===== src/shared/tw_pkg.sv =====
`default_nettype none
// ==================================================================
// constants and types shared by the two-wire host files
package tw_pkg;

  // ================================================================
  // timing, core clock 25 MHz
  localparam int CLK_PERIOD_NS = 40;
  localparam int F_SCL_MAX_KHZ = 100;
  // one bit is four quarters of 2.5 us, 10 us per bit
  localparam int T_QUARTER_NS = 2500;
  localparam int QUARTER_CYC = (T_QUARTER_NS + CLK_PERIOD_NS - 1) / CLK_PERIOD_NS;
  // least bus free time between stop and next start
  localparam int T_BUF_NS = 4700;
  localparam int FREE_QUARTERS = (T_BUF_NS + T_QUARTER_NS - 1) / T_QUARTER_NS;

  // ================================================================
  // addressing
  localparam logic [6:0] DEV_ADDR = 7'h74;
  localparam logic DIR_WRITE = 1'h0;
  localparam logic DIR_READ = 1'h1;

  // ================================================================
  // phase positions inside a bit or a start/stop condition
  localparam logic [2:0] PH_FIRST = 3'h0;
  localparam logic [2:0] PH_SCL_HIGH = 3'h2;
  localparam logic [2:0] PH_SAMPLE = 3'h2;
  localparam logic [2:0] PH_BIT_LAST = 3'h3;
  localparam logic [2:0] PH_COND_SDA = 3'h4;
  localparam logic [2:0] PH_COND_LAST = 3'h5;
  localparam logic [2:0] PH_FREE_LAST = 3'(FREE_QUARTERS - 1);
  localparam logic [3:0] ACK_BIT = 4'h8;
  localparam logic [7:0] RX_FILL = 8'hFF;

  // ================================================================
  // reset values
  localparam logic [7:0] BYTE_RST = 8'h00;
  localparam logic PIN_HIGH_RST = 1'h1;

  // ================================================================
  // bus engine states and transfer segments
  typedef enum logic [2:0] {
    ST_IDLE = 3'b000,
    ST_START = 3'b001,
    ST_BIT = 3'b010,
    ST_STOP = 3'b011,
    ST_FREE = 3'b100
  } tw_state_e;

  typedef enum logic [2:0] {
    SEG_ADDR_W = 3'b000,
    SEG_REG = 3'b001,
    SEG_WDATA = 3'b010,
    SEG_ADDR_R = 3'b011,
    SEG_RDATA = 3'b100
  } tw_seg_e;

endpackage : tw_pkg
`default_nettype wire


===== src/hw/tw_sync2.sv =====
`timescale 1ns/1ps
`default_nettype none
// ==================================================================
// two-stage synchroniser for a pin level
module tw_sync2
#(
  parameter logic RST_VAL = 1'h1
)
(
  // clock and reset
  input wire logic clk_i,
  input wire logic rst_b_i,
  // level in and out
  input wire logic async_i,
  output logic sync_o
);

  logic meta_r;
  logic sync_r;

  // first stage feeds only the second
  always_ff @(posedge clk_i)
  begin
    if (!rst_b_i)
    begin
      meta_r <= RST_VAL;
      sync_r <= RST_VAL;
    end
    else
    begin
      meta_r <= async_i;
      sync_r <= meta_r;
    end
  end

  assign sync_o = sync_r;

endmodule : tw_sync2
`default_nettype wire


===== src/hw/tw_tick.sv =====
`timescale 1ns/1ps
`default_nettype none
// ==================================================================
// divider giving a one-cycle tick every DIV clocks
module tw_tick
#(
  parameter int DIV = 63
)
(
  // clock and reset
  input wire logic clk_i,
  input wire logic rst_b_i,
  // control and tick
  input wire logic clr_i,
  output logic tick_o
);

  localparam int CW = (DIV > 1) ? $clog2(DIV) : 1;
  localparam logic [CW-1:0] LAST = CW'(DIV - 1);

  logic [CW-1:0] cnt_r;
  logic [CW-1:0] cnt_nxt;
  logic tick_r;
  logic tick_nxt;
  wire at_last;

  // wrap at the last count, restart while cleared
  assign at_last = (cnt_r == LAST);
  assign cnt_nxt = (clr_i || at_last) ? '0 : cnt_r + 1'b1;
  assign tick_nxt = !clr_i && at_last;

  always_ff @(posedge clk_i)
  begin
    if (!rst_b_i)
    begin
      cnt_r <= '0;
      tick_r <= 1'b0;
    end
    else
    begin
      cnt_r <= cnt_nxt;
      tick_r <= tick_nxt;
    end
  end

  assign tick_o = tick_r;

endmodule : tw_tick
`default_nettype wire


===== src/hw/tw_master.sv =====
`timescale 1ns/1ps
`default_nettype none
// ==================================================================
// How it works
// - start is data falling while clock high, made only by us
// - stop is data rising while clock high, ends the transfer
// - data changes only while clock low, one clock pulse per bit
// - we make every clock pulse, acknowledge pulses included
// - bytes are eight bits, msb first, then one acknowledge bit
// - we change data after the falling edge, sample at clock high
// - receiver acknowledges each byte we send by pulling data low
// - on a missing acknowledge we send stop
// - last read byte gets not-acknowledge from us, then stop
// - first byte is seven-bit address plus direction, one is read
// - write: start, address+w, register, data, stop
// - read: start, address+w, register, repeated start, address+r, data
// - idle lines rest high, data line pulled up externally
// ==================================================================
module tw_master
  import tw_pkg::*;
#(
  parameter int QUARTER_CYC_P = QUARTER_CYC
)
(
  // clock and reset
  input wire logic sys_clk_i,
  input wire logic rst_b_i,
  // command request
  input wire logic cmd_valid_i,
  input wire logic cmd_read_i,
  input wire logic [7:0] cmd_reg_i,
  input wire logic [7:0] cmd_wdata_i,
  // command answer
  output logic cmd_ready_o,
  output logic done_o,
  output logic nack_o,
  output logic fault_o,
  output logic [7:0] rdata_o,
  // two-wire pins
  output logic scl_o,
  input wire logic slave_data_line_i,
  output logic slave_data_line_o,
  output logic slave_data_line_oe_o
);

  // ================================================================
  // state
  tw_state_e state_r;
  tw_state_e state_nxt;
  tw_seg_e seg_r;
  tw_seg_e seg_nxt;
  logic [2:0] phase_r;
  logic [2:0] phase_nxt;
  logic [3:0] bitcnt_r;
  logic [3:0] bitcnt_nxt;
  logic [7:0] shift_r;
  logic [7:0] shift_nxt;
  logic rw_r;
  logic rw_nxt;
  logic [7:0] reg_r;
  logic [7:0] reg_nxt;
  logic [7:0] wdata_r;
  logic [7:0] wdata_nxt;
  logic [7:0] rdata_r;
  logic [7:0] rdata_nxt;
  logic nack_r;
  logic nack_nxt;
  logic fault_r;
  logic fault_nxt;
  logic sample_r;
  logic sample_nxt;
  logic done_r;
  logic done_nxt;
  logic ready_r;
  logic ready_nxt;
  logic scl_r;
  logic scl_nxt;
  logic sda_oe_r;
  logic sda_oe_nxt;
  logic sda_lvl_r;

  // ================================================================
  // decoding
  wire tick_w;
  wire sda_s;
  wire idle_w;
  wire is_tx;
  wire data_bit;
  wire drive_low_w;
  wire line_moved;
  wire byte_abort;
  wire lines_free;

  assign idle_w = (state_r == ST_IDLE);
  // only the read data byte is received by us
  assign is_tx = (seg_r != SEG_RDATA);
  assign data_bit = (bitcnt_r != ACK_BIT);
  // open drain: pull low for a zero, release for a one and for our nack
  assign drive_low_w = is_tx && data_bit && !shift_r[7];
  // data moving while clock high breaks the bit
  assign line_moved = (sda_s != sample_r);
  assign byte_abort = nack_r || fault_r || line_moved;
  assign lines_free = (state_nxt == ST_IDLE) || (state_nxt == ST_FREE);

  // ================================================================
  // quarter-bit timebase, held at zero while idle
  tw_tick #(
    .DIV(QUARTER_CYC_P)
  ) tw_tick_inst (
    .clk_i(sys_clk_i),
    .rst_b_i(rst_b_i),
    .clr_i(idle_w),
    .tick_o(tick_w)
  );

  // data line comes from a pin, so it is synchronised first
  tw_sync2 #(
    .RST_VAL(PIN_HIGH_RST)
  ) tw_sync2_inst (
    .clk_i(sys_clk_i),
    .rst_b_i(rst_b_i),
    .async_i(slave_data_line_i),
    .sync_o(sda_s)
  );

  // ================================================================
  // byte put on the bus for each segment
  function automatic logic [7:0] byte_of(input tw_seg_e seg, input logic [7:0] regb,
                                         input logic [7:0] wdb);
    logic [7:0] b;
    b = RX_FILL;
    case (seg)
      SEG_ADDR_W: b = {DEV_ADDR, DIR_WRITE};
      SEG_REG: b = regb;
      SEG_WDATA: b = wdb;
      SEG_ADDR_R: b = {DEV_ADDR, DIR_READ};
      default: b = RX_FILL;
    endcase
    return b;
  endfunction : byte_of

  // ================================================================
  // bus engine next state
  always_comb
  begin
    state_nxt = state_r;
    seg_nxt = seg_r;
    phase_nxt = phase_r;
    bitcnt_nxt = bitcnt_r;
    shift_nxt = shift_r;
    rw_nxt = rw_r;
    reg_nxt = reg_r;
    wdata_nxt = wdata_r;
    rdata_nxt = rdata_r;
    nack_nxt = nack_r;
    fault_nxt = fault_r;
    sample_nxt = sample_r;
    done_nxt = 1'b0;
    case (state_r)
      ST_IDLE:
      begin
        // take a command, every transfer opens with a start
        if (cmd_valid_i)
        begin
          rw_nxt = cmd_read_i;
          reg_nxt = cmd_reg_i;
          wdata_nxt = cmd_wdata_i;
          nack_nxt = 1'b0;
          fault_nxt = 1'b0;
          seg_nxt = SEG_ADDR_W;
          phase_nxt = PH_FIRST;
          state_nxt = ST_START;
        end
      end
      ST_START:
      begin
        if (tick_w)
        begin
          if (phase_r == PH_COND_LAST)
          begin
            state_nxt = ST_BIT;
            phase_nxt = PH_FIRST;
            bitcnt_nxt = '0;
            shift_nxt = byte_of(seg_r, reg_r, wdata_r);
          end
          else
          begin
            phase_nxt = phase_r + 3'h1;
          end
        end
      end
      ST_BIT:
      begin
        if (tick_w)
        begin
          phase_nxt = phase_r + 3'h1;
          // sample in the middle of clock high
          if (phase_r == PH_SAMPLE)
          begin
            sample_nxt = sda_s;
            if (data_bit)
            begin
              shift_nxt = {shift_r[6:0], sda_s};
            end
            else if (is_tx && sda_s)
            begin
              nack_nxt = 1'b1;
            end
            if (data_bit && is_tx && !sda_oe_r && !sda_s)
            begin
              fault_nxt = 1'b1;
            end
          end
          // end of the bit at the falling edge
          if (phase_r == PH_BIT_LAST)
          begin
            phase_nxt = PH_FIRST;
            if (data_bit && !line_moved)
            begin
              bitcnt_nxt = bitcnt_r + 4'h1;
            end
            else if (byte_abort)
            begin
              fault_nxt = fault_r || line_moved;
              state_nxt = ST_STOP;
            end
            else
            begin
              bitcnt_nxt = '0;
              case (seg_r)
                SEG_ADDR_W:
                begin
                  seg_nxt = SEG_REG;
                end
                SEG_REG:
                begin
                  if (rw_r == DIR_READ)
                  begin
                    seg_nxt = SEG_ADDR_R;
                    state_nxt = ST_START;
                  end
                  else
                  begin
                    seg_nxt = SEG_WDATA;
                  end
                end
                SEG_ADDR_R:
                begin
                  seg_nxt = SEG_RDATA;
                end
                SEG_RDATA:
                begin
                  rdata_nxt = shift_r;
                  state_nxt = ST_STOP;
                end
                default:
                begin
                  state_nxt = ST_STOP;
                end
              endcase
              shift_nxt = byte_of(seg_nxt, reg_r, wdata_r);
            end
          end
        end
      end
      ST_STOP:
      begin
        if (tick_w)
        begin
          if (phase_r == PH_COND_LAST)
          begin
            state_nxt = ST_FREE;
            phase_nxt = PH_FIRST;
          end
          else
          begin
            phase_nxt = phase_r + 3'h1;
          end
        end
      end
      ST_FREE:
      begin
        // hold both lines high for the bus free time
        if (tick_w)
        begin
          if (phase_r == PH_FREE_LAST)
          begin
            state_nxt = ST_IDLE;
            phase_nxt = PH_FIRST;
            done_nxt = 1'b1;
          end
          else
          begin
            phase_nxt = phase_r + 3'h1;
          end
        end
      end
      default:
      begin
        state_nxt = ST_IDLE;
        phase_nxt = PH_FIRST;
      end
    endcase
  end

  // ================================================================
  // pin levels from the coming phase
  always_comb
  begin
    // clock low for quarters 0-1, high for 2 onward; high when free
    scl_nxt = lines_free || (phase_nxt >= PH_SCL_HIGH);
    sda_oe_nxt = sda_oe_r;
    case (state_nxt)
      ST_START:
      begin
        sda_oe_nxt = (phase_nxt >= PH_COND_SDA);
      end
      ST_STOP:
      begin
        sda_oe_nxt = (phase_nxt < PH_COND_SDA);
      end
      ST_BIT:
      begin
        // change data one quarter after the falling edge
        if (state_r == ST_BIT && tick_w && phase_r == PH_FIRST)
        begin
          sda_oe_nxt = drive_low_w;
        end
      end
      default:
      begin
        sda_oe_nxt = 1'b0;
      end
    endcase
    ready_nxt = (state_nxt == ST_IDLE);
  end

  // ================================================================
  // engine registers
  always_ff @(posedge sys_clk_i)
  begin
    if (!rst_b_i)
    begin
      state_r <= ST_IDLE;
      seg_r <= SEG_ADDR_W;
      phase_r <= PH_FIRST;
      bitcnt_r <= '0;
      shift_r <= BYTE_RST;
      rw_r <= DIR_WRITE;
      reg_r <= BYTE_RST;
      wdata_r <= BYTE_RST;
    end
    else
    begin
      state_r <= state_nxt;
      seg_r <= seg_nxt;
      phase_r <= phase_nxt;
      bitcnt_r <= bitcnt_nxt;
      shift_r <= shift_nxt;
      rw_r <= rw_nxt;
      reg_r <= reg_nxt;
      wdata_r <= wdata_nxt;
    end
  end

  // ================================================================
  // result and pin registers
  always_ff @(posedge sys_clk_i)
  begin
    if (!rst_b_i)
    begin
      rdata_r <= BYTE_RST;
      nack_r <= 1'b0;
      fault_r <= 1'b0;
      sample_r <= PIN_HIGH_RST;
      done_r <= 1'b0;
      ready_r <= 1'b1;
      scl_r <= PIN_HIGH_RST;
      sda_oe_r <= 1'b0;
      sda_lvl_r <= 1'b0;
    end
    else
    begin
      rdata_r <= rdata_nxt;
      nack_r <= nack_nxt;
      fault_r <= fault_nxt;
      sample_r <= sample_nxt;
      done_r <= done_nxt;
      ready_r <= ready_nxt;
      scl_r <= scl_nxt;
      sda_oe_r <= sda_oe_nxt;
      sda_lvl_r <= 1'b0; // only ever pulls low
    end
  end

  // ================================================================
  // outputs
  assign cmd_ready_o = ready_r;
  assign done_o = done_r;
  assign nack_o = nack_r;
  assign fault_o = fault_r;
  assign rdata_o = rdata_r;
  assign scl_o = scl_r;
  assign slave_data_line_o = sda_lvl_r;
  assign slave_data_line_oe_o = sda_oe_r;

endmodule : tw_master
`default_nettype wire


===== config.mk =====
export PLATFORM = sky130hd
export DESIGN_NAME = tw_master
export DESIGN_NICKNAME = d
export VERILOG_FILES = /design/src/shared/tw_pkg.sv /design/src/hw/tw_sync2.sv /design/src/hw/tw_tick.sv /design/src/hw/tw_master.sv
export SDC_FILE = /design/constraint.sdc
export NUM_CORES = 1
export LEC_CHECK = 0
export BUFFER_PORTS_ARGS = -buffer_cell sky130_fd_sc_hd__buf_4
export CAP_MARGIN = 15
export CORE_UTILIZATION = 53
export DETAILED_ROUTE_END_ITERATION = 7
export GPL_TIMING_DRIVEN = 1
export PLACE_DENSITY = 0.73
export SLEW_MARGIN = 20
export SYNTH_ARGS = -nofsm -noshare
export SYNTH_HDL_FRONTEND = slang
export SYNTH_SLANG_ARGS = --single-unit

===== constraint.sdc =====
create_clock -name sys_clk_i -period 2.1 [get_ports sys_clk_i]
set_input_delay 0.105 -clock sys_clk_i [delete_from_list [all_inputs] [get_ports sys_clk_i]]
set_output_delay 0.105 -clock sys_clk_i [all_outputs]
set_load 0.02 [all_outputs]

==> run_results.csv, run 1 <==
group,metric,value,unit
critical_path,crit_fanout,3,
clock_network,clk_pin_slew_worst_paths,70,ps
critical_path,slowest_stage,"a2111o_1",
critical_path,r2r_setup_slack,-6,ps
critical_path,endpoint_kind,"register",
cells_and_area,fillers,509,
timing,finClkSkew,7.693,ps
critical_path,critPathRequiredTime,2330,ps
timing,rsz0062_at_grt,"true",
cells_and_area,antenna_cells,0,
power,p_leak,1.517,nW
global_routing,antenna_found_initial,0,
die,die_w,80.29,um
clock_network,clock_latency,340,ps
logic_synthesis,synth_area_per_cell,8.161,um2
global_routing,grt_pass1_vias,2718,
timing,setup_viol,1,
detailed_routing,drc_errors,0,
timing,maxSlewHeadroom,59.43,%
detailed_routing,drtIter0Drc,189,
timing,worstMarginPinSlew,599.0,ps
die,die-area,6446,um2
die,start_util,54.86,%
detailed_routing,viasPerCell,5.830,
timing,finalCritPeriodShare,100.3,%
die,rows,28,
cells_and_area,fin_area,3894,um2
placement,dp.cells,502,
detailed_routing,routedWlPerCell,14.54,um
timing,worst_slack,-6.450,ps
timing,fmax,474.7,MHz
power,irDropWorstVdd,0.4800,mV
timing,slew_viol_final,0,
critical_path,crit_family,"compound AO/OA/AOI/OAI gates",
die,die_h,80.29,um
detailed_routing,dr.pass1.iters,5,
cells_and_area,finalNetCount,474,
critical_path,cp_data_arrival_time,2340,ps
die,io_pins,36,
logic_synthesis,async_flop_share,0,%
logic_synthesis,ys.flop_type,"dfxtp_1",
placement,numPortBuffers,34,
critical_path,critical-path-max-stage-delay,390,ps
cells_and_area,multi_input_area,1858,um2
power,p_per_area,611.3,nW/um2
critical_path,path_class,"register to register",
status,outcome,"complete, but fails checks",
timing,final.min_clock_period,2106,ps
clock_network,cts_buffer_depth,2,
global_routing,overflow,0,
critical_path,start_kind,"register",
logic_synthesis,mappedNetlistArea,3248,um2
job,cap_violations,0,
clock_network,clkSinkCount,62,
placement,gp_congestion,0.8833,
cells_and_area,areaGrowthSynthToFinish,19.88,%
min_path,hold_class,"input pin to register",
logic_synthesis,ys_ff_latch,62,
detailed_routing,vias,3049,
global_routing,grt_pass1_wl,12.71,mm
global_routing,grt_max_degree,30,
clock_network,cts_buffers,9,
die,core_area,5921,um2
cells_and_area,drive_above_1_share,18.53,%
critical_path,crit_chain,"buf_4 -> inv_1 -> ha_1 -> and2_1 -> a221oi_1 -> a211o_1 -> o21ai_1 -> a2111o_1",
clock_network,htreeDepth,3,
timing,hold_violations,0,
timing,hold_slack,10.81,ps
detailed_routing,ant_nets,0,
global_routing,grtUsageTotal,25.84,%
cells_and_area,seqCellArea,1241,um2
placement,dp_hpwl,5.460,mm
logic_synthesis,synth_warnings,0,
clock_network,root_buffer,"clkbuf_8",
logic_synthesis,ys_seq_area_share,38.21,%
logic_synthesis,synthCells,398,
critical_path,crit_buf_inv,2,
placement,placed_area,3643,um2
logic_synthesis,syn_nets,429,
cells_and_area,final_util,65.77,%
clock_network,cts_tree,"yes",
status,violations,"setup timing",
detailed_routing,wl,7.606,mm
logic_synthesis,yosysUniqueCellTypes,53,
logic_synthesis,synth_edf_count,0,
cells_and_area,final_cells,523,
-- cells by family after synthesis --
kind of cell / share of synthesized area (%)
mux: 3.698
compound gates: 22.19
fa+ha+maj: 3.852
buf+inv: 5.354
simple gates: 24.73
other cells: 0.1155
xor+xnor: 1.849
flops: 38.21
-- tightest hold or removal path: cells and delay by family --
kind	cells	cell delay [ps]
compound gates	1	50
simple gates	1	40
buf+inv	1	110
-- Yosys cell counts (3+ instances only) --
| master | n | area [um2] |
|---|---|---|
| a21oi_1 | 31 | 155.2 |
| xor2_1 | 3 | 26.28 |
| o21ai_0 | 20 | 100.1 |
| nor2_1 | 33 | 123.9 |
| o21ai_1 | 4 | 20.02 |
| and2_1 | 9 | 56.30 |
| nand3_1 | 11 | 55.05 |
| clkbuf_1 | 13 | 48.80 |
| nand2b_1 | 5 | 31.28 |
| nand2_1 | 72 | 270.3 |
| and3_1 | 7 | 43.79 |
| mux2i_1 | 12 | 120.1 |
| nor2b_1 | 5 | 31.28 |
| inv_1 | 12 | 45.04 |
| dfxtp_1 | 62 | 1241 |
| a31oi_1 | 6 | 37.54 |
| o22ai_1 | 4 | 25.02 |
| nor3_1 | 3 | 15.01 |
| buf_2 | 7 | 35.03 |
| nand4_1 | 3 | 18.77 |
| o22a_1 | 5 | 43.79 |
| buf_4 | 3 | 22.52 |
| ha_1 | 10 | 125.1 |
| a221oi_1 | 12 | 105.1 |
| a311o_1 | 5 | 50.05 |
| a311oi_1 | 3 | 26.28 |
-- where the power goes --
part / switching, mW / total [mW] / internal (mW)
clock: 0.452 / 0.944 / 0.491
sequential: 0.0298 / 1.24 / 1.21
combinational: 0.109 / 0.200 / 0.0907
total: 0.592 / 2.38 / 1.79
-- path summary, 6_finish.rpt --
| path | endpoint | depth (start not counted) | from |
|---|---|---|---|
| worst max-delay path | scl_o$_SDFF_PN1_ | 8 | phase_r[0]$_SDFF_PN0_ |
| worst min-delay path | wdata_r[0]$_SDFFE_PN0P_ | 3 | cmd_wdata_i[0] |
| worst max register to register | scl_o$_SDFF_PN1_ | 8 | phase_r[0]$_SDFF_PN0_ |
| worst min register to register | tw_sync2_inst.sync_o$_SDFF_PN1_ | 1 | tw_sync2_inst.meta_r$_SDFF_PN1_ |
-- layout by cell type, fill, tap and decap left out, types with 3 or more instances in the layout --
cell           count
o22a_1             5
nand3_1           11
and2_1             9
buf_4             53
mux2i_1           12
a31oi_1            6
clkbuf_8          11
xor2_1             3
nor2b_1            5
o21ai_1            4
inv_1             12
a311oi_1           3
a311o_1            5
and3_1             7
nor3_1             3
a21oi_1           30
nand2_1           72
dlygate4sd3_1      4
ha_1               9
nand2b_1           5
nor2_1            33
a221oi_1          10
dfxtp_1           62
o22ai_1            4
nand4_1            3
o21ai_0           20
-- sequential cells by signal (all words and copies together), names as in the netlist, 3 cells and up --
name and flops:
rdata_o 8, reg_r 8, shift_r 8, wdata_r 8, tw_tick_inst.cnt_r 6, bitcnt_r 4, phase_r 3, seg_r 3
state_r 3
-- through the flow --
| step | TNS (ps) | total power, mW | setup slack, ps |
|---|---|---|---|
| floorplan | 0 | 1.374 | 88.88 |
| global placement | 0 | 1.449 | 72.63 |
| detailed placement | 0 | 1.452 | 35.50 |
| CTS | 0 | 2.388 | 35.47 |
| global route | -170.0 | 2.471 | -55.49 |
| finish | -6.450 | 2.380 | -6.450 |
-- timing repair --
item                                    CTS  global route
gates resized for setup                   0             6
endpoints found under the setup margin    0            19
endpoints found under the hold margin     4             0
hold buffers                              4             0
buffers inserted                          0             1
-- metal layers --
metal	track usage (%)	wire length [um]	vias up
met5	0	0	-
met4	11.96	165	0
met3	4.432	418	16
met2	39.15	3279	99
met1	35.55	3742	1408
li1	-	-	1526
-- final cells by class --
class | count | area share (%)
sequential | 62 | 31.88
tap | 75 | 2.410
clock inverter | 3 | 0.4820
clock buffer | 13 | 4.081
multi-input combinational | 299 | 47.72
inverter | 12 | 1.157
timing repair buffer | 59 | 12.28
No activity file was read; power rests on OpenSTA's default activity.
==> run 2, diff against run 1 <==
--- a/config.mk
+++ b/config.mk
@@ -7,10 +7,10 @@
 export LEC_CHECK = 0
 export BUFFER_PORTS_ARGS = -buffer_cell sky130_fd_sc_hd__buf_4
 export CAP_MARGIN = 15
-export CORE_UTILIZATION = 53
+export CORE_UTILIZATION = 45
 export DETAILED_ROUTE_END_ITERATION = 7
 export GPL_TIMING_DRIVEN = 1
-export PLACE_DENSITY = 0.73
+export PLACE_DENSITY = 0.63
 export SLEW_MARGIN = 20
 export SYNTH_ARGS = -nofsm -noshare
 export SYNTH_HDL_FRONTEND = slang
==> run 2 against run 1 <==
Net effect: the run now ends clean; worst setup slack gained 95 ps; total power up 12%; combinational power is essentially flat; cell count is 4.4% higher; clock power up 29%; via count shrank 0.36%; global-route usage down 2.6 points; fmax increased by 4.7%; sequential share of layout area shrank 1.2 points; wire length up 8.5%; sequential power barely moved; sequential cell count unchanged; critical path type unchanged; largest cell class unchanged; largest power group unchanged; highest routed layer unchanged.
==> run_results.csv, run 2 (synthesized netlist as in run 1, its figures left out) <==
group,metric,value,unit
critical_path,r2r_setup_slack,90,ps
job,cap_violations,0,
timing,finClkSkew,7.985,ps
power,p_leak,1.580,nW
detailed_routing,wl_met1,4.049,mm
die,die_w,86.96,um
cells_and_area,finalNetCount,476,
critical_path,r2r_start,"phase_r[1]$_SDFF_PN0_",
detailed_routing,wl,8.252,mm
die,rows,30,
die,io_pins,36,
cells_and_area,antenna_cells,0,
critical_path,slowest_stage,"a2111o_1",
critical_path,cp_data_arrival_time,2240,ps
global_routing,antenna_found_initial,0,
detailed_routing,drc_errors,0,
clock_network,clkSinkCount,62,
timing,hold_slack,2.582,ps
clock_network,clock_latency,350,ps
die,die-area,7562,um2
critical_path,endpoint_kind,"register",
critical_path,worstRegToRegCells,7,
cells_and_area,final_common_cell,"nand2_1",
critical_path,start_kind,"register",
global_routing,overflow,0,
critical_path,worst_r2r_endpoint,"scl_o$_SDFF_PN1_",
placement,numPortBuffers,34,
detailed_routing,viasPerCell,5.564,
critical_path,crit_fanout,4,
min_path,min_path_cells,3,
timing,setup_viol,0,
cells_and_area,final_cell_mix,"nand2_1, dfxtp_1, buf_4, nor2_1, a21oi_1",
timing,maxSlewHeadroom,60.75,%
die,die_h,86.96,um
global_routing,grt_pass1_wl,13.50,mm
critical_path,crit_chain,"ha_1 -> ha_1 -> and4b_2 -> and3_4 -> a41oi_2 -> a21oi_2 -> a2111o_1",
detailed_routing,met3_length,575,um
timing,hold_violations,0,
timing,worstMarginPinSlew,588.1,ps
placement,dp_hpwl,5.801,mm
power,irDropWorstVdd,0.3777,mV
global_routing,grt_max_degree,26,
power,p_per_area,658.2,nW/um2
die,core_area,6869,um2
clock_network,htreeDepth,3,
global_routing,grt_pass1_vias,2702,
global_routing,grtUsageTotal,23.25,%
die,start_util,47.29,%
timing,fin_tns_setup,0,ps
detailed_routing,top_layer,"met4",
detailed_routing,dr.pass1.iters,5,
detailed_routing,ant_nets,0,
status,outcome,"finished clean",
critical_path,crit_top_cell,"ha_1",
clock_network,cts_buffers,9,
detailed_routing,wl_met2,3.485,mm
cells_and_area,drive_above_1_share,20.44,%
min_path,worstHoldStart,"cmd_wdata_i[5]",
timing,rsz0062_at_grt,"true",
timing,slew_viol_final,0,
detailed_routing,drtIter0Drc,197,
critical_path,path_class,"register to register",
detailed_routing,routedWlPerCell,15.11,um
cells_and_area,areaGrowthSynthToFinish,24.77,%
timing,final.min_clock_period,2012,ps
placement,gp_congestion,0.9060,
clock_network,cts_buffer_depth,2,
clock_network,root_buffer,"clkbuf_8",
clock_network,clk_pin_slew_worst_paths,70,ps
min_path,hold_class,"input pin to register",
critical_path,critPathRequiredTime,2330,ps
critical_path,critical-path-max-stage-delay,400,ps
timing,fmax,497.1,MHz
min_path,holdPathEnd,"wdata_r[5]$_SDFFE_PN0P_",
timing,finalCritPeriodShare,95.79,%
detailed_routing,vias,3038,
clock_network,cts_tree,"yes",
power,power.total,2.667,mW
run 2: cell types whose count changed in the layout (fill, tap and decap cells not counted), moves of 2 or more:
cell           previous run  this run
a221oi_1                 10         4
dlygate4sd3_1             4         6
a221oi_2                  2         8
bufinv_16                 0         2
run 2: worst max-delay path by stage:
stage	slack (ps)	startpoint	cells after the start	to
detailed placement	20	phase_r[1]$_SDFF_PN0_	7	scl_o$_SDFF_PN1_
floorplan	90	phase_r[0]$_SDFF_PN0_	9	rdata_o[4]$_SDFFE_PN0P_
global placement	110	phase_r[1]$_SDFF_PN0_	7	scl_o$_SDFF_PN1_
CTS	30	phase_r[1]$_SDFF_PN0_	8	slave_data_line_oe_o$_SDFFE_PN0P_
finish	90	phase_r[1]$_SDFF_PN0_	7	scl_o$_SDFF_PN1_
global route	-10	phase_r[0]$_SDFF_PN0_	8	scl_o$_SDFF_PN1_
run 2: report_power, final:
part           leakage, nW  switching, mW  internal [mW]  total [mW]
combinational        0.956          0.109         0.0921       0.201
clock                0.120          0.460          0.764        1.22
sequential           0.504         0.0357           1.21        1.24
run 2: cell type report:
class,instances,area (um2)
fillers,645,2816
multi-input cells,299,1913
flip-flops and latches,62,1242
repair buffers,61,498.0
clock buffers,13,168.9
well taps,96,120.1
clock inverters,3,65.06
inverters,12,45.04
run 2: stage by stage:
| stage | std cells | utilization [%] | setup slack (ps) | instance area (um2) |
|---|---|---|---|---|
| floorplan | 398 | - | 88.88 | 3248 |
| global placement | 523 | 53.42 | 111.3 | 3670 |
| detailed placement | 523 | 53.42 | 21.18 | 3670 |
| CTS | 543 | 57.52 | 28.52 | 3951 |
| global route | 546 | 59.00 | -10.92 | 4053 |
| finish | 546 | 59.00 | 88.50 | 4053 |
run 2: repair_timing:
| item | 4_1_cts | 5_1_grt |
|---|---|---|
| hold endpoints to repair | 4 | 2 |
| endpoints found under the setup margin | 1 | 19 |
| pin swaps | 0 | 2 |
| hold buffers | 4 | 2 |
| setup buffers | 0 | 1 |
| gates resized for setup | 1 | 15 |
run 2: critical path, delay by kind of cell (launching register included):
| kind | cells | cell delay, ps |
|---|---|---|
| AND/OR/NAND/NOR | 2 | 460 |
| AO/OA/AOI/OAI | 3 | 690 |
| adder cells (fa/ha/maj) | 2 | 400 |
| flip-flops | 1 | 340 |
run 2: routing by layer:
metal	track usage [%]	vias to the layer above
met5	0	-
met4	7.273	0
met3	6.919	14
met2	33.07	117
met1	33.47	1400
li1	-	1507
==> run 3, diff against run 2 <==
--- a/config.mk
+++ b/config.mk
@@ -7,10 +7,11 @@
 export LEC_CHECK = 0
 export BUFFER_PORTS_ARGS = -buffer_cell sky130_fd_sc_hd__buf_4
 export CAP_MARGIN = 15
+export CORE_ASPECT_RATIO = 1.75
 export CORE_UTILIZATION = 45
 export DETAILED_ROUTE_END_ITERATION = 7
 export GPL_TIMING_DRIVEN = 1
-export PLACE_DENSITY = 0.63
+export PLACE_DENSITY = 0.66
 export SLEW_MARGIN = 20
 export SYNTH_ARGS = -nofsm -noshare
 export SYNTH_HDL_FRONTEND = slang
==> run 3 against run 2 <==
Net effect: sequential share of layout area down 0.097 points; fmax down 0.11%; clock power up 30%; wire length up 7.5%; worst hold slack better by 20 ps; global-route usage up 2.3 points; register-to-register slack about the same; die area up 0.17%; total power up 13%.
==> run_results.csv, run 3 (synthesized netlist as in run 1, its figures left out) <==
group,metric,value,unit
critical_path,crit_family,"compound AO/OA/AOI/OAI gates",
critical_path,crit_chain,"ha_1 -> ha_1 -> and4b_2 -> nand4_1 -> a221oi_1 -> a311oi_1 -> o22ai_1 -> nor2_1",
global_routing,grt_pass1_vias,3075,
global_routing,grtUsageTotal,25.51,%
die,start_util,47.03,%
detailed_routing,viasPerCell,5.892,
min_path,hold_class,"input pin to register",
status,outcome,"finished clean",
critical_path,r2r_setup_slack,90,ps
timing,finClkSkew,8.406,ps
critical_path,path_class,"register to register",
min_path,holdPathEnd,"reg_r[6]$_SDFFE_PN0P_",
global_routing,grt_max_degree,34,
placement,gp_congestion,0.8953,
die,core_area,6907,um2
timing,final.min_clock_period,2014,ps
critical_path,worstRegToRegCells,8,
global_routing,overflow,0,
clock_network,root_buffer,"clkbuf_16",
clock_network,cts_buffer_depth,2,
detailed_routing,wl,8.871,mm
placement,pre_cts_ws,80.29,ps
critical_path,start_kind,"register",
detailed_routing,drtIter0Drc,221,
timing,setup_viol,0,
critical_path,crit_fanout,3,
critical_path,crit_top_cell,"ha_1",
detailed_routing,routedWlPerCell,16.80,um
cells_and_area,final_common_cell,"nand2_1",
critical_path,crit_buf_inv,0,
timing,maxSlewHeadroom,60.09,%
detailed_routing,vias,3111,
critical_path,worst_r2r_endpoint,"shift_r[2]$_SDFFE_PN0P_",
global_routing,grt_pass1_wl,14.35,mm
critical_path,endpoint_kind,"register",
die,rows,40,
timing,worstMarginPinSlew,596.4,ps
power,p_per_area,743.8,nW/um2
timing,finalCritPeriodShare,95.89,%
min_path,worstHoldStart,"cmd_reg_i[6]",
timing,slew_viol_final,0,
clock_network,clkSinkCount,62,
cells_and_area,finalNetCount,470,
cells_and_area,drive_above_1_share,20.50,%
power,power.total,3.021,mW
clock_network,htreeDepth,3,
critical_path,slowest_stage,"a221oi_1",
detailed_routing,dr.pass1.iters,4,
timing,rsz0062_at_grt,"true",
clock_network,cts_setup_buffers,0,
detailed_routing,drc_errors,0,
timing,worst_slack,86.22,ps
job,cap_violations,0,
global_routing,antenna_found_initial,0,
placement,numPortBuffers,34,
cells_and_area,antenna_cells,0,
critical_path,r2r_start,"phase_r[1]$_SDFF_PN0_",
detailed_routing,ant_nets,0,
die,die-area,7575,um2
placement,dp_hpwl,6.370,mm
critical_path,cp_data_arrival_time,2220,ps
power,p_leak,1.573,nW
min_path,min_path_cells,3,
critical_path,critical-path-max-stage-delay,460,ps
timing,hold_violations,0,
cells_and_area,final_cell_mix,"nand2_1, dfxtp_1, buf_4, nor2_1, a21oi_1",
timing,fmax,496.6,MHz
die,die_w,66.22,um
timing,hold_slack,22.10,ps
power,irDropWorstVdd,0.5088,mV
clock_network,cts_buffers,9,
clock_network,clock_latency,330,ps
die,die_h,114.4,um
clock_network,cts_tree,"yes",
clock_network,clk_pin_slew_worst_paths,50,ps
cells_and_area,areaGrowthSynthToFinish,25.04,%
die,io_pins,36,
critical_path,critPathRequiredTime,2310,ps
==> run 3: final cells by class <==
| class | count | area (um2) |
|---|---|---|
| Clock buffer | 10 | 239.0 |
| Inverter | 12 | 45.04 |
| Tap cell | 84 | 105.1 |
| Fill cell | 663 | 2845 |
| Clock inverter | 6 | 85.08 |
| Multi-Input combinational cell | 299 | 1918 |
| Sequential cell | 62 | 1241 |
| Timing Repair Buffer | 55 | 427.9 |
==> run 3: where the power goes <==
group	total, mW	internal (mW)	switching, mW
Clock	1.59	1.06	0.521
Combinational	0.192	0.0842	0.108
Sequential	1.24	1.21	0.0343
Total	3.02	2.36	0.663
==> run 3: what timing repair did <==
item,4_1_cts,5_1_grt
hold buffers,1,0
resized for setup,0,16
endpoints found under the hold margin,1,0
endpoints found under the setup margin,0,19
==> run 3: layer usage <==
metal / up-vias / part of all wire (%) / global-route usage [%]
met5: - / 0 / 0
met4: 0 / 5.0 / 17.59
met3: 36 / 3.6 / 5.777
met2: 96 / 54 / 45.71
met1: 1480 / 37 / 25.00
li1: 1499 / - / -
==> run 3: metrics by stage <==
| step | cells | setup TNS (ps) | instance area (um2) | util [%] |
|---|---|---|---|---|
| floorplan | 398 | 0 | 3248 | - |
| finish | 528 | 0 | 4061 | 58.80 |
| global route | 528 | -43.64 | 4061 | 58.80 |
| global placement | 511 | 0 | 3642 | 52.74 |
| CTS | 528 | 0 | 3976 | 57.57 |
| detailed placement | 511 | 0 | 3642 | 52.74 |
==> run 3: how the worst max path moves through the flow <==
stage | startpoint | endpoint | slack, ps | cells after the start
floorplan | phase_r[0]$_SDFF_PN0_ | rdata_o[4]$_SDFFE_PN0P_ | 90 | 9
global placement | phase_r[0]$_SDFF_PN0_ | scl_o$_SDFF_PN1_ | 120 | 7
detailed placement | phase_r[1]$_SDFF_PN0_ | scl_o$_SDFF_PN1_ | 80 | 8
CTS | phase_r[1]$_SDFF_PN0_ | shift_r[5]$_SDFFE_PN0P_ | 50 | 8
global route | phase_r[1]$_SDFF_PN0_ | shift_r[2]$_SDFFE_PN0P_ | -20 | 8
finish | phase_r[1]$_SDFF_PN0_ | shift_r[2]$_SDFFE_PN0P_ | 90 | 8
==> run 3: worst reg2reg max path, delay by kind of cell, from the launching register on <==
kind | cells | cell delay, ps
adder cells (fa/ha/maj) | 2 | 350
flip-flops | 1 | 340
AO/OA/AOI/OAI | 3 | 710
AND/OR/NAND/NOR | 3 | 490
